$ cat src/hdl/power_fault_retry_pkg.sv
// Package with command codes, field layouts, reset values and timing constants of the fault-retry sequencer
package power_fault_retry_pkg;
    // Command codes on the register port
    localparam logic [7:0] code_startup_timeout_fault_action = 8'h63;
    localparam logic [7:0] code_turn_off_delay = 8'h64;
    localparam logic [7:0] code_turn_off_fall_time = 8'h65;
    localparam logic [7:0] code_power_down_duration_limit = 8'h66;
    localparam logic [7:0] code_fault_time_unit = 8'hd2;
    localparam logic [7:0] code_sequencer_status = 8'hd3;

    // Fault action byte layout
    localparam int resp_hi = 7;
    localparam int resp_lo = 6;
    localparam int retry_hi = 5;
    localparam int retry_lo = 3;
    localparam int delay_hi = 2;
    localparam int delay_lo = 0;

    localparam logic [1:0] resp_ignore = 2'h0;
    localparam logic [1:0] resp_run_then_retry = 2'h1;
    localparam logic [1:0] resp_disable_retry = 2'h2;
    localparam logic [1:0] resp_disable_latch = 2'h3;

    localparam logic [2:0] retry_none = 3'h0;
    localparam logic [2:0] retry_forever = 3'h7;

    // Linear data format
    localparam int lin_exp_hi = 15;
    localparam int lin_exp_lo = 11;
    localparam int lin_mant_hi = 10;

    // Reset values
    localparam logic [7:0] reset_fault_action = 8'h00;
    localparam logic [15:0] reset_word = 16'h0000;
    localparam logic [15:0] reset_time_unit = 16'h0001;

    // Status word bit positions
    localparam int stat_warn = 0;
    localparam int stat_latched = 1;
    localparam int stat_enabled = 2;
    localparam int stat_falling = 3;

    // Timing
    localparam int clk_hz = 40_000_000;
    localparam int ms_per_s = 1000;
    localparam int time_unit_ms = 1;
    localparam int ms_cycles = (clk_hz / ms_per_s) * time_unit_ms;

    typedef enum logic [2:0]
    {
        st_off = 3'b000,
        st_on = 3'b001,
        st_fault_run = 3'b010,
        st_retry_wait = 3'b011,
        st_attempt = 3'b100,
        st_latched = 3'b101,
        st_off_delay = 3'b110,
        st_fall = 3'b111
    } seq_state_type;
endpackage : power_fault_retry_pkg

$ cat src/hdl/power_fault_retry_sequencer.sv
// Fault-retry and turn-off sequencer with its command-code register port
//
// Overview of operation
// - Codes 100/101/110 give four/five/six restarts
// - Retries exhausted: output off until fault cleared
// - Attempt spacing, start to start, is delay
// - Code 111 retries without limit
// - Continuous retry ends on off, bias, fault
// - Delay field selects two to its power
// - Delay is run time or retry spacing
// - Base unit comes from register 0xD2
// - Startup timeout uses output-voltage fault unit
// - Wait turn-off delay before output falls
// - Output ramps down over programmed fall time
// - Power-down duration limit overrun raises a sticky warning
// - Code 000 means no restart, stay off
// - Response 01 runs delay, then retries
`timescale 1ns/1ps
module power_fault_retry_sequencer #(
    parameter int ms_cycles = power_fault_retry_pkg::ms_cycles
)
(
    input wire logic clk_sys,
    input wire logic reset,
    input wire logic reg_write,
    input wire logic reg_read,
    input wire logic [7:0] reg_code,
    input wire logic [15:0] reg_wdata,
    input wire logic on_command,
    input wire logic bias_ok,
    input wire logic startup_fault,
    input wire logic hard_fault,
    input wire logic output_good,
    input wire logic output_low,
    input wire logic clear_faults,
    output logic [15:0] reg_rdata_q,
    output logic output_enable_q,
    output logic fall_active_q,
    output logic fault_latched_q,
    output logic power_down_warn_q
);
    ////////////////////////////////////////////////////////////////////////////
    function automatic logic [31:0] linear_to_ms(input logic [15:0] v);
        logic signed [4:0] e;
        logic [31:0] m;
        e = v[power_fault_retry_pkg::lin_exp_hi:power_fault_retry_pkg::lin_exp_lo];
        // Negative mantissas make no sense as times and read as zero
        m = v[power_fault_retry_pkg::lin_mant_hi] ? 32'h0000_0000
            : {21'h00_0000, v[power_fault_retry_pkg::lin_mant_hi:0]};
        if (e < 0)
            linear_to_ms = m >> (-e);
        else
            linear_to_ms = m << e;
    endfunction : linear_to_ms

    ////////////////////////////////////////////////////////////////////////////
    logic [7:0] action_q, action_d;
    logic [15:0] off_delay_q, off_delay_d, fall_q, fall_d, limit_q, limit_d, unit_q, unit_d;
    logic [15:0] rdata_d;
    logic warn_d;

    always_comb
    begin
        action_d = action_q;
        off_delay_d = off_delay_q;
        fall_d = fall_q;
        limit_d = limit_q;
        unit_d = unit_q;
        rdata_d = reg_rdata_q;
        if (reg_write)
        begin
            unique case (reg_code)
                power_fault_retry_pkg::code_startup_timeout_fault_action: action_d = reg_wdata[7:0];
                power_fault_retry_pkg::code_turn_off_delay: off_delay_d = reg_wdata;
                power_fault_retry_pkg::code_turn_off_fall_time: fall_d = reg_wdata;
                power_fault_retry_pkg::code_power_down_duration_limit: limit_d = reg_wdata;
                power_fault_retry_pkg::code_fault_time_unit: unit_d = reg_wdata;
                default: ;
            endcase
        end
        if (reg_read)
        begin
            unique case (reg_code)
                power_fault_retry_pkg::code_startup_timeout_fault_action: rdata_d = {8'h00, action_q};
                power_fault_retry_pkg::code_turn_off_delay: rdata_d = off_delay_q;
                power_fault_retry_pkg::code_turn_off_fall_time: rdata_d = fall_q;
                power_fault_retry_pkg::code_power_down_duration_limit: rdata_d = limit_q;
                power_fault_retry_pkg::code_fault_time_unit: rdata_d = unit_q;
                power_fault_retry_pkg::code_sequencer_status:
                begin
                    rdata_d = 16'h0000;
                    rdata_d[power_fault_retry_pkg::stat_warn] = power_down_warn_q;
                    rdata_d[power_fault_retry_pkg::stat_latched] = fault_latched_q;
                    rdata_d[power_fault_retry_pkg::stat_enabled] = output_enable_q;
                    rdata_d[power_fault_retry_pkg::stat_falling] = fall_active_q;
                end
                default: rdata_d = 16'h0000;
            endcase
        end
    end

    always_ff @(posedge clk_sys)
    begin
        if (reset)
        begin
            action_q <= power_fault_retry_pkg::reset_fault_action;
            off_delay_q <= power_fault_retry_pkg::reset_word;
            fall_q <= power_fault_retry_pkg::reset_word;
            limit_q <= power_fault_retry_pkg::reset_word;
            unit_q <= power_fault_retry_pkg::reset_time_unit;
            reg_rdata_q <= power_fault_retry_pkg::reset_word;
        end
        else
        begin
            action_q <= action_d;
            off_delay_q <= off_delay_d;
            fall_q <= fall_d;
            limit_q <= limit_d;
            unit_q <= unit_d;
            reg_rdata_q <= rdata_d;
        end
    end

    ////////////////////////////////////////////////////////////////////////////
    // Millisecond tick shared by every timer
    logic [31:0] tick_cnt_q, tick_cnt_d;
    logic ms_tick;
    assign ms_tick = (tick_cnt_q == 32'(ms_cycles - 1));
    always_comb
        tick_cnt_d = ms_tick ? 32'h0000_0000 : tick_cnt_q + 32'h0000_0001;

    ////////////////////////////////////////////////////////////////////////////
    power_fault_retry_pkg::seq_state_type state_q, state_d;
    logic [31:0] timer_q, timer_d, pd_cnt_q, pd_cnt_d;
    logic [2:0] attempts_q, attempts_d;
    logic on_prev_q, pd_run_q, pd_run_d;
    logic enable_d, fall_d2, latched_d;
    logic [1:0] resp;
    logic [2:0] retries;
    logic [31:0] delay_ms, off_delay_ms, fall_ms, limit_ms;
    logic timer_done, on_cycle;

    assign resp = action_q[power_fault_retry_pkg::resp_hi:power_fault_retry_pkg::resp_lo];
    assign retries = action_q[power_fault_retry_pkg::retry_hi:power_fault_retry_pkg::retry_lo];
    // Multiplier 2**n times base unit; the 16-bit unit shifted by at most 7 always fits in 32 bits
    assign delay_ms = {16'h0000, unit_q} << action_q[power_fault_retry_pkg::delay_hi:power_fault_retry_pkg::delay_lo];
    assign off_delay_ms = linear_to_ms(off_delay_q);
    assign fall_ms = linear_to_ms(fall_q);
    assign limit_ms = linear_to_ms(limit_q);
    assign timer_done = (timer_q == 32'h0000_0000);
    assign on_cycle = on_command && !on_prev_q;

    always_comb
    begin
        state_d = state_q;
        timer_d = (ms_tick && !timer_done) ? timer_q - 32'h0000_0001 : timer_q;
        attempts_d = attempts_q;
        enable_d = output_enable_q;
        fall_d2 = 1'b0;
        latched_d = fault_latched_q;
        pd_run_d = pd_run_q;
        pd_cnt_d = pd_cnt_q;
        warn_d = power_down_warn_q && !clear_faults;

        // Power-down watchdog runs from the off command until the output is low, the limit is hit or bias is lost
        if (pd_run_q)
        begin
            if (output_low)
                pd_run_d = 1'b0;
            else if (ms_tick)
                pd_cnt_d = pd_cnt_q + 32'h0000_0001;
            if (limit_ms != 32'h0000_0000 && pd_cnt_q >= limit_ms)
            begin
                warn_d = 1'b1;
                pd_run_d = 1'b0;
            end
        end

        unique case (state_q)
            power_fault_retry_pkg::st_off:
            begin
                enable_d = 1'b0;
                if (on_command && !latched_d)
                begin
                    enable_d = 1'b1;
                    state_d = power_fault_retry_pkg::st_on;
                end
            end
            power_fault_retry_pkg::st_on:
            begin
                if (startup_fault)
                begin
                    timer_d = delay_ms;
                    unique case (resp)
                        power_fault_retry_pkg::resp_ignore: ;
                        power_fault_retry_pkg::resp_run_then_retry:
                            state_d = power_fault_retry_pkg::st_fault_run;
                        power_fault_retry_pkg::resp_disable_retry:
                        begin
                            enable_d = 1'b0;
                            state_d = power_fault_retry_pkg::st_retry_wait;
                        end
                        power_fault_retry_pkg::resp_disable_latch:
                        begin
                            enable_d = 1'b0;
                            latched_d = 1'b1;
                            state_d = power_fault_retry_pkg::st_latched;
                        end
                    endcase
                end
            end
            power_fault_retry_pkg::st_fault_run:
            begin
                if (!startup_fault)
                    state_d = power_fault_retry_pkg::st_on;
                else if (timer_done)
                begin
                    enable_d = 1'b0;
                    timer_d = delay_ms;
                    state_d = power_fault_retry_pkg::st_retry_wait;
                end
            end
            power_fault_retry_pkg::st_retry_wait:
            begin
                if (retries == power_fault_retry_pkg::retry_none
                    || (retries != power_fault_retry_pkg::retry_forever && attempts_q >= retries))
                begin
                    latched_d = 1'b1;
                    state_d = power_fault_retry_pkg::st_latched;
                end
                else if (timer_done)
                begin
                    enable_d = 1'b1;
                    timer_d = delay_ms;
                    if (retries != power_fault_retry_pkg::retry_forever)
                        attempts_d = attempts_q + 3'h1;
                    state_d = power_fault_retry_pkg::st_attempt;
                end
            end
            power_fault_retry_pkg::st_attempt:
            begin
                if (startup_fault)
                begin
                    enable_d = 1'b0;
                    state_d = power_fault_retry_pkg::st_retry_wait;
                end
                else if (output_good)
                begin
                    attempts_d = 3'h0;
                    state_d = power_fault_retry_pkg::st_on;
                end
            end
            power_fault_retry_pkg::st_latched:
            begin
                enable_d = 1'b0;
                attempts_d = 3'h0;
                if (clear_faults || on_cycle)
                begin
                    latched_d = 1'b0;
                    state_d = power_fault_retry_pkg::st_off;
                end
            end
            power_fault_retry_pkg::st_off_delay:
            begin
                if (timer_done)
                begin
                    enable_d = 1'b0;
                    timer_d = fall_ms;
                    // Ramp flag rises with the enable drop so the fall starts without a gap
                    fall_d2 = (fall_ms != 32'h0000_0000);
                    state_d = power_fault_retry_pkg::st_fall;
                end
            end
            power_fault_retry_pkg::st_fall:
            begin
                fall_d2 = !timer_done;
                if (timer_done)
                    state_d = power_fault_retry_pkg::st_off;
            end
        endcase

        // Commanded off wins over any retry, running or not
        if (!on_command && state_q != power_fault_retry_pkg::st_off && state_q != power_fault_retry_pkg::st_off_delay
            && state_q != power_fault_retry_pkg::st_fall && state_q != power_fault_retry_pkg::st_latched)
        begin
            attempts_d = 3'h0;
            if (output_enable_q)
            begin
                timer_d = off_delay_ms;
                pd_run_d = 1'b1;
                pd_cnt_d = 32'h0000_0000;
                state_d = power_fault_retry_pkg::st_off_delay;
            end
            else
                state_d = power_fault_retry_pkg::st_off;
        end
        if (hard_fault && state_q != power_fault_retry_pkg::st_off)
        begin
            enable_d = 1'b0;
            fall_d2 = 1'b0;
            latched_d = 1'b1;
            state_d = power_fault_retry_pkg::st_latched;
        end
        if (!bias_ok)
        begin
            enable_d = 1'b0;
            fall_d2 = 1'b0;
            latched_d = 1'b0;
            attempts_d = 3'h0;
            pd_run_d = 1'b0;
            state_d = power_fault_retry_pkg::st_off;
        end
    end

    always_ff @(posedge clk_sys)
    begin
        if (reset)
        begin
            tick_cnt_q <= 32'h0000_0000;
            state_q <= power_fault_retry_pkg::st_off;
            timer_q <= 32'h0000_0000;
            pd_cnt_q <= 32'h0000_0000;
            attempts_q <= 3'h0;
            on_prev_q <= 1'b0;
            pd_run_q <= 1'b0;
            output_enable_q <= 1'b0;
            fall_active_q <= 1'b0;
            fault_latched_q <= 1'b0;
            power_down_warn_q <= 1'b0;
        end
        else
        begin
            tick_cnt_q <= tick_cnt_d;
            state_q <= state_d;
            timer_q <= timer_d;
            pd_cnt_q <= pd_cnt_d;
            attempts_q <= attempts_d;
            on_prev_q <= on_command;
            pd_run_q <= pd_run_d;
            output_enable_q <= enable_d;
            fall_active_q <= fall_d2;
            fault_latched_q <= latched_d;
            power_down_warn_q <= warn_d;
        end
    end
endmodule : power_fault_retry_sequencer

$ cat config.mk
export PLATFORM = sky130hd
export DESIGN_NAME = power_fault_retry_sequencer
export DESIGN_NICKNAME = d
export VERILOG_FILES = /design/src/hdl/power_fault_retry_pkg.sv /design/src/hdl/power_fault_retry_sequencer.sv
export SDC_FILE = /design/constraint.sdc
export NUM_CORES = 1
export LEC_CHECK = 0
export BUFFER_PORTS_ARGS = -buffer_cell sky130_fd_sc_hd__buf_2
export CAP_MARGIN = 10
export CORE_MARGIN = 5
export CORE_UTILIZATION = 43
export DETAILED_ROUTE_END_ITERATION = 16
export MAX_ROUTING_LAYER = met4
export PLACE_DENSITY = 0.59
export SLEW_MARGIN = 20
export SYNTH_ARGS = -nofsm -noshare
export SYNTH_HDL_FRONTEND = slang
export SYNTH_SLANG_ARGS = --single-unit
$ cat constraint.sdc
create_clock -name clk_sys -period 5.4 [get_ports clk_sys]
set_input_delay 1.08 -clock clk_sys [delete_from_list [all_inputs] [get_ports clk_sys]]
set_output_delay 1.08 -clock clk_sys [all_outputs]
set_load 0.02 [all_outputs]
=== Word level (Yosys, flattened, before mapping) ===
Index checks and enable logic that the tools add are counted.

* $add $sub $neg: 7
* Magnitude comparators: 5
* Equal/unequal tests: 52
* Shifts and indexed selects: 7
* Muxes and demuxes: 67
* Bitwise gates (word level): 1
* Reductions and logical operators: 42

{| class="wikitable"
|+ Operators by type and width
! operator !! count
|-
| 2-to-1 mux 32 bit || 16
|-
| case mux 32 bit (4 select lines) || 1
|-
| case mux 16 bit (6 select lines) || 1
|-
| << shifter 10 x 5 -> 32 bit || 3
|-
| right shift 10 x 5 -> 32 bit || 3
|-
| adder 32 x 1 -> 32 bit (second input constant) || 2
|-
| nonzero test 32 bit || 2
|-
| 2-to-1 mux 3 bit || 19
|-
| inequality test 3 bit (second input constant) || 13
|-
| equality test 32 x 16 -> 1 bit (second input constant) || 1
|-
| equality test 8 x 7 -> 1 bit (second input constant) || 4
|-
| greater-or-equal comparator 32 bit || 1
|-
| logical NOT 32 bit || 1
|-
| inequality test 4 bit (second input constant) || 8
|-
| << shifter 16 x 3 -> 32 bit || 1
|-
| subtractor 32 x 1 -> 32 bit (second input constant) || 1
|-
| 2-to-1 mux 10 bit || 3
|-
| case mux 3 bit (8 select lines) || 1
|-
| 2-to-1 mux 1 bit || 21
|-
| inequality test 2 bit (second input constant) || 9
|-
| case mux 3 bit (3 select lines) || 2
|-
| AND reduction 9 bit || 2
|-
| equality test 8 bit (second input constant) || 2
|-
| less-than comparator 5 x 1 -> 1 bit (second input constant) || 3
|-
| other kinds (28) || 61
|}

* Flip-flop bits (word level): 196
* Input bits: 35
* Logic and storage cells: 199

=== Longest topological paths before layout ===
Gate-level depths: netlist (run 1).

* Word-level depth: 9
* Depth in mapped cells: 19
* Mapped depth without buffers: 14

=== Worst setup path before layout (run 1) ===
No wires, ideal clock.

* Path kind: register to register
* From: register limit_q[11]
* To: register pd_run_q
* Library setup time: 0.120 ns
* Arrival: 4.498 ns
* Path slack: 0.782 ns
* Cell stages (with the launch flop): 20
* Period minus slack after synthesis: 4.618 ns
* Cell sequence: dfxtp_1 > buf_2 > clkbuf_1 > clkbuf_1 > buf_2 > inv_1 > ha_1 > clkbuf_1 > nor4b_1 > o21ai_0 > a211oi_1 > o21ba_2 > ha_1 > a21o_1 > a21oi_1 > o211a_1 > o21ai_0 > a211oi_1 > o41a_1 > o31a_1

* Word-level cells in the longest chain between the ends: 9

{| class="wikitable"
|+ RTL lines
! what !! line !! RTL
|-
| start, declared || power_fault_retry_sequencer.sv:58 || <nowiki>logic [15:0] off_delay_q, off_delay_d, fall_q, fall_d, limit_q, limit_d, unit_q, unit_d;</nowiki>
|-
| start signal, assigned || power_fault_retry_sequencer.sv:109 || <nowiki>limit_q <= power_fault_retry_pkg::reset_word;</nowiki>
|-
| start signal, assigned || power_fault_retry_sequencer.sv:118 || <nowiki>limit_q <= limit_d;</nowiki>
|-
| negation 5 bit || power_fault_retry_sequencer.sv:51 || <nowiki>linear_to_ms = m >> (-e);</nowiki>
|-
| right shift 10 x 5 -> 32 bit || power_fault_retry_sequencer.sv:51 ||
|-
| 2-to-1 mux 32 bit * || power_fault_retry_sequencer.sv:50 || <nowiki>if (e < 0)</nowiki>
|-
| greater-or-equal comparator 32 bit or nonzero test 32 bit (tied branches) || power_fault_retry_sequencer.sv:172 || <nowiki>if (limit_ms != 32'h0000_0000 && pd_cnt_q >= limit_ms)</nowiki>
|-
| logical AND 1 bit * || power_fault_retry_sequencer.sv:172 ||
|-
| 2-to-1 mux 1 bit * || power_fault_retry_sequencer.sv:172 ||
|-
| 2-to-1 mux 1 bit * || power_fault_retry_sequencer.sv:166 || <nowiki>if (pd_run_q)</nowiki>
|-
| 2-to-1 mux 1 bit || power_fault_retry_sequencer.sv:287 || <nowiki>if (output_enable_q)</nowiki>
|-
| 2-to-1 mux 1 bit * || power_fault_retry_sequencer.sv:283 || <nowiki>if (!on_command && state_q != power_fault_retry_pkg::st_off && state_q != power_fault_retry_pkg::st_off_delay</nowiki>
|-
| end signal, assigned || power_fault_retry_sequencer.sv:339 || <nowiki>pd_run_q <= pd_run_d;</nowiki>
|-
| end, declared || power_fault_retry_sequencer.sv:136 || <nowiki>logic on_prev_q, pd_run_q, pd_run_d;</nowiki>
|}

Mark *: on every way between the ends. The rest lies on a longest branch, timed or not.
A chain may end at the register's enable or synchronous reset.

=== Final worst setup path (run 1) ===
* From: register limit_q[12]
* To: register power_down_warn_q

* Word-level cells in the longest chain between the ends: 7

{| class="wikitable"
|+ RTL lines
! what !! line !! RTL
|-
| negation 5 bit || power_fault_retry_sequencer.sv:51 ||
|-
| right shift 10 x 5 -> 32 bit || power_fault_retry_sequencer.sv:51 ||
|-
| 2-to-1 mux 32 bit * || power_fault_retry_sequencer.sv:50 ||
|-
| greater-or-equal comparator 32 bit or nonzero test 32 bit (tied branches) || power_fault_retry_sequencer.sv:172 ||
|-
| logical AND 1 bit * || power_fault_retry_sequencer.sv:172 ||
|-
| 2-to-1 mux 1 bit * || power_fault_retry_sequencer.sv:172 ||
|-
| 2-to-1 mux 1 bit * || power_fault_retry_sequencer.sv:166 ||
|-
| end signal, assigned || power_fault_retry_sequencer.sv:343 || <nowiki>power_down_warn_q <= warn_d;</nowiki>
|-
| end, declared || power_fault_retry_sequencer.sv:40 || <nowiki>output logic power_down_warn_q</nowiki>
|}

Marks and branches as above.

==> reports/qor.txt, run 1 <==
Status - complete, no violations
Clk_skew - 0.0119 ns
Clk root buf - clkbuf_16
Die H - 196 µm
Mean Syn Cell Area - 7.71 µm²
Final WL - 48.9 mm
Worst Hold Class - register to register
Max-cap violations - 0
Mapped Cells - 1924
Core Area - 34300 µm²
Slew headroom - 22.9%
Lkg Pwr - 5.45 nW
Num CTS Buffers - 17
Hold_sp - tick_cnt_q[0]$_SDFF_PP0_
Measured slew at the worst slew-check pin - 1.15 ns
Residual DRC count - 0
R2R depth - 14
Total chip power - 0.00298 W
Clock transition at the registers of the reported paths - 0.08 ns
CTS Buffer Depth - 2
Period utilization - 71.6%
Pwr dens - 187 nW/µm²
Mapped cell area - 14800 µm²
Final WS setup - 1.53 ns
Routed Antenna Nets - 0
Final Hold Viols - 0
First DRT Iteration DRCs - 1616
Most frequent cells in the layout - 211 x nor2_1, 195 x dfxtp_1, 193 x nand2_1, 152 x a21oi_1, 102 x nand3_1
Distinct cell type count after synthesis - 86
R2r setup slk - 1.53 ns
Startpoint Class - register
Asr flop ratio synth - 0%
CP endpoint kind - register
Vias - 14563
I/O pin total - 55
Post-synth top flop - dfxtp_1
P&R area growth vs syn - 7.02%
Initial antenna violation count - 1
Vias in the first global route - 13391
Crit path required time - 5.76 ns
Net count after synthesis - 1999
Largest net degree at the start of global routing - 96
Hold_buf cts - 0
Hold_ws - 0.466 ns
Setup TNS - 0 ns
Clock period minus worst slack - 3.87 ns
Post-CTS Resized - 0
Max Freq - 258 MHz
Post-CTS Setup Inserts - 0
Hold worst-path end - tick_cnt_q[0]$_SDFF_PP0_
Crit path DAT - 4.23 ns
# H-tree levels - 4
# port buffers - 54
First-pass GRT wire length - 76.1 mm
Final max-slew violation count - 0
Nets - 1945
RSZ-0062 raised after global routing - no
Share of cells above drive strength 1 - 11.2%
DR vias/cell - 6.23
DPL Wire Length - 36.4 mm
Die area - 38300 µm²
FP Rows - 68
TritonRoute pass-1 iters - 8
Min-Delay Path Depth - 1
Reg2reg start - limit_q[12]$_SDFFE_PP0P_
Grt total ovfl - 0
Seq cells post-synth - 196
Die Width - 196 µm
Initial Util - 43.3%
Peak supply drop - 0.239 mV
Clock latency on the worst-skew pair - 0.46 ns
CTS tree - yes
Post-synthesis sequential area ratio - 26.4%
Setup Viol. Count Final - 0
Synth warnings - 0
Routed WL per cell - 20.9 µm
CP Max Fanout - 12
Global Route Usage Sum - 25.4%
Commonest non-fill, non-tap cell in the layout - nor2_1
Setup Slack @ Placement - 1.40 ns
Critical path type - register to register
Worst R2R End - power_down_warn_q$_SDFF_PP0_
GP Congestion - 0.956
# clock sinks - 196
Post-synth EDFFs - 0
## worst max path at each step
stage                                         from                            to  cells past startpoint
after floorplan           limit_q[11]$_SDFFE_PP0P_           pd_run_q$_SDFF_PP0_                     19
after global placement                 reg_code[1]        unit_q[0]$_SDFFE_PP1P_                      7
after detailed placement               reg_code[1]        unit_q[2]$_SDFFE_PP0P_                      7
after CTS                 limit_q[12]$_SDFFE_PP0P_  power_down_warn_q$_SDFF_PP0_                     14
after global routing      limit_q[12]$_SDFFE_PP0P_  power_down_warn_q$_SDFF_PP0_                     13
final                     limit_q[12]$_SDFFE_PP0P_  power_down_warn_q$_SDFF_PP0_                     14
## metrics by stage
step	instances	utilization, %	cell area (µm²)
detailed placement	2306	44.6	15300
global placement	2306	44.6	15300
CTS	2338	46.3	15900
finish	2339	46.3	15900
floorplan	1924	-	14800
global route	2339	46.3	15900
## flip-flops by register name, summed over array words and instances, names as in the netlist
name / count
reg_rdata_q: 16
state_q: 3
pd_cnt_q: 32
pd_run_q: 1
tick_cnt_q: 32
timer_q: 32
action_q: 8
attempts_q: 3
power_down_warn_q: 1
off_delay_q: 16
fault_latched_q: 1
fall_active_q: 1
fall_q: 16
on_prev_q: 1
limit_q: 16
unit_q: 16
output_enable_q: 1
## critical path, cell delays in order, from the launching register on
cell and delay [ns]:
dfxtp_1 0.33, inv_1 0.10, ha_1 0.47, nor4b_1 0.50, o21ai_0 0.14, a211oi_1 0.41
o21ba_2 0.24, ha_1 0.30, a21o_1 0.12, a21oi_1 0.06, o211a_1 0.20, o21ai_0 0.09
a211oi_1 0.11, o41a_1 0.43, o41ai_1 0.27
## Yosys cell counts, drive strengths merged, types with 21 or more instances
cell type,count,share of area (%)
xor2,41,2.4
mux2,33,2.5
o21ai,68,2.3
mux4,33,5.0
nand2b,31,1.3
dfxtp,196,26
a211oi,33,1.7
nand3,102,3.4
xnor2,40,2.4
nand2,193,4.9
nand4,25,1.1
nor4,36,1.5
mux2i,81,5.5
nor2,212,5.4
nor3,61,2.1
a22oi,21,1.1
a21oi,152,5.1
inv,50,1.3
buf,22,0.66
ha,40,3.4
nor2b,22,0.93
clkbuf,129,3.3
or3,22,0.96
## logic make-up (layout without fill, tap and decap cells)
logic type	count (synthesis)	count (layout)	synth area share, %
AO/OA/AOI/OAI	455	455	20.4
XOR/XNOR	81	81	4.78
adder cells (fa/ha/maj)	41	41	3.44
buffers and inverters	204	163	5.26
flip-flops	196	196	26.4
multiplexers	147	147	13.0
other	1	2	0.0253
AND/OR/NAND/NOR	799	799	26.6
## report_power, final
| group | internal, W | leakage (nW) | switching (W) | total (W) |
|---|---|---|---|---|
| Clock | 0.000612 | 0.283 | 0.000654 | 0.00127 |
| Combinational | 0.0000732 | 3.58 | 0.000167 | 0.000240 |
| Sequential | 0.00145 | 1.58 | 0.0000161 | 0.00147 |
## cell type report
| cell class | count | area, µm² |
|---|---|---|
| Fill cell | 3462 | 18400 |
| Multi-Input combinational cell | 1524 | 10200 |
| Sequential cell | 196 | 3930 |
| Tap cell | 455 | 569 |
| Timing Repair Buffer | 78 | 453 |
| Clock buffer | 17 | 425 |
| Inverter | 53 | 199 |
| Clock inverter | 15 | 145 |
| Antenna cell | 1 | 2.50 |
## layer usage
metal	up-vias	routed length [µm]	track usage [%]
li1	6998	-	-
met1	6927	22200	34.7
met2	549	22200	38.8
met3	89	2900	3.61
met4	0	1650	8.43
met5	-	0	-
No activity file was read; power rests on OpenSTA's default activity.
==> inputs of run 2 (changes only) <==
- clock period: 5.4 -> 3.65 ns (I/O delays scaled with it)
==> run 2 against run 1 <==
  * Die area unchanged
  * Register-to-register slack got worse by 1.3 ns
  * Via count up 1.5%
  * Final area up 2.7%
  * Sequential share of layout area fell by 0.65 points
  * Largest power group unchanged
  * Routed wire length is 1.8% higher
  * Clock power up 55%
  * Global-route usage is 0.67 points higher
  * Sequential cell count is the same
  * Critical path depth fell by 1
  * Setup slack got worse by 1.3 ns
==> reports/qor.txt, run 2 (synthesized netlist as in run 1, its figures left out) <==
Clk root buf - clkbuf_16
Clk_skew - 0.0145 ns
Status - complete, no violations
Final WS setup - 0.213 ns
Hold_ws - 0.463 ns
# port buffers - 54
Slew headroom - 27.8%
Hold worst-path end - tick_cnt_q[0]$_SDFF_PP0_
Hold_sp - tick_cnt_q[0]$_SDFF_PP0_
Core Area - 34300 µm²
CP cell instances - inv_1 -> ha_4 -> or4b_2 -> mux2i_1 -> a221o_1 -> ha_1 -> nand2b_1 -> a21o_1 -> a211oi_2 -> o21ai_1 -> a211oi_1 -> o41a_1 -> o41ai_1
R2r setup slk - 0.21 ns
DPL Wire Length - 37.6 mm
Worst Hold Class - register to register
Clock transition at the registers of the reported paths - 0.08 ns
Total chip power - 0.00451 W
Die H - 196 µm
I/O pin total - 55
CP endpoint kind - register
Max Freq - 291 MHz
Crit path required time - 3.98 ns
Critical path type - register to register
Reg2reg start - limit_q[12]$_SDFFE_PP0P_
Initial Util - 43.3%
Most frequent cells in the layout - 211 x nor2_1, 194 x dfxtp_1, 193 x nand2_1, 152 x a21oi_1, 102 x nand3_1
Pwr dens - 276 nW/µm²
Global Route Usage Sum - 26.1%
First-pass GRT wire length - 78.9 mm
Worst R2R End - power_down_warn_q$_SDFF_PP0_
Regs by FF count - pd_cnt_q: 32 flops, tick_cnt_q: 32 flops, timer_q: 32 flops
Final WL - 49.8 mm
Final max-slew violation count - 0
GP Congestion - 1.02
Crit path DAT - 3.77 ns
Post-CTS Setup Inserts - 0
Vias in the first global route - 14144
DR vias/cell - 6.20
Die Width - 196 µm
Commonest non-fill, non-tap cell in the layout - nor2_1
Lkg Pwr - 5.71 nW
TritonRoute pass-1 iters - 7
Residual DRC count - 0
Largest net degree at the start of global routing - 98
CP Max Fanout - 8
Share of cells above drive strength 1 - 13.4%
Initial antenna violation count - 0
Final Hold Viols - 0
Die area - 38300 µm²
Nets - 1990
Clock period minus worst slack - 3.44 ns
RSZ-0062 raised after global routing - no
Setup TNS - 0 ns
Num CTS Buffers - 17
R2R depth - 13
Peak supply drop - 0.329 mV
CP max stage delay - 0.61 ns
Fillers - 3389
First DRT Iteration DRCs - 1608
Startpoint Class - register
FP Rows - 68
Slowest-stage cell, CP - or4b_2
Vias - 14775
Measured slew at the worst slew-check pin - 1.08 ns
Min-Delay Path Depth - 1
Routed WL per cell - 20.9 µm
P&R area growth vs syn - 9.93%
CTS Buffer Depth - 2
Inserted Diodes - 0
# clock sinks - 196
Setup Viol. Count Final - 0
Max-cap violations - 0
Final core occ - 47.6%
Grt total ovfl - 0
Setup Slack @ Placement - 0.225 ns
Routed Antenna Nets - 0
CTS tree - yes
# H-tree levels - 4
Period utilization - 94.2%
Clock latency on the worst-skew pair - 0.46 ns
==> run 2: cell types whose count changed in the layout (fill, tap and decap cells not counted), moves of 2 or more <==
cell        delta
buf_12         +2
buf_4         +43
clkinv_2       -2
clkinvlp_4     +2
inv_6          -5
inv_8          +5
==> run 2: where the power goes <==
group          leakage (nW)  internal [W]  total [W]  switching [W]
registers              1.58       0.00215    0.00217      0.0000236
logic                  3.83      0.000113   0.000362       0.000249
clock network         0.293      0.000987    0.00197       0.000983
total                  5.71       0.00325    0.00451        0.00126
==> run 2: worst max-delay path: cells and delay by family, from the launching register on <==
family	cells	cell delay (ns)
compound gates	7	1.35
simple gates	2	0.75
fa+ha+maj	2	0.45
flops	1	0.33
mux	1	0.30
buf+inv	1	0.12
==> run 2: final cells by class <==
class                      instances  area (µm²)  area share (%)
timing repair buffer             123         816            5.00
clock buffer                      17         425            2.61
sequential                       196        3930            24.1
multi-input combinational       1524       10200            62.5
tap                              455         569            3.49
inverter                          53         199            1.22
clock inverter                    15         184            1.13
==> run 2: per-layer routing <==
layer	part of all wire (%)	vias up	global-route usage, %
li1	-	7078	-
met1	45	7034	34.4
met2	45	573	40.6
met3	6.6	90	4.07
met4	3.6	0	9.65
met5	0	-	-
==> run 2: what timing repair did <==
item | in CTS | in global routing
setup endpoints to repair | 0 | 2
gates resized for setup | 0 | 2
hold buffers | 0 | 0
==> run 2: metrics by stage <==
stage | cells | instance area [µm²]
after global routing | 2383 | 16300
after global placement | 2351 | 15700
final | 2383 | 16300
after floorplan | 1924 | 14900
after CTS | 2383 | 16300
after detailed placement | 2351 | 15700
==> run 2: worst max-delay path by stage <==
| stage | startpoint | to |
|---|---|---|
| 2_1_floorplan | limit_q[11]$_SDFFE_PP0P_ | power_down_warn_q$_SDFF_PP0_ |
| 3_3_place_gp | limit_q[11]$_SDFFE_PP0P_ | power_down_warn_q$_SDFF_PP0_ |
| 3_5_place_dp | limit_q[13]$_SDFFE_PP0P_ | power_down_warn_q$_SDFF_PP0_ |
| 4_1_cts | limit_q[13]$_SDFFE_PP0P_ | power_down_warn_q$_SDFF_PP0_ |
| 5_1_grt | limit_q[12]$_SDFFE_PP0P_ | power_down_warn_q$_SDFF_PP0_ |
| 6_report | limit_q[12]$_SDFFE_PP0P_ | power_down_warn_q$_SDFF_PP0_ |
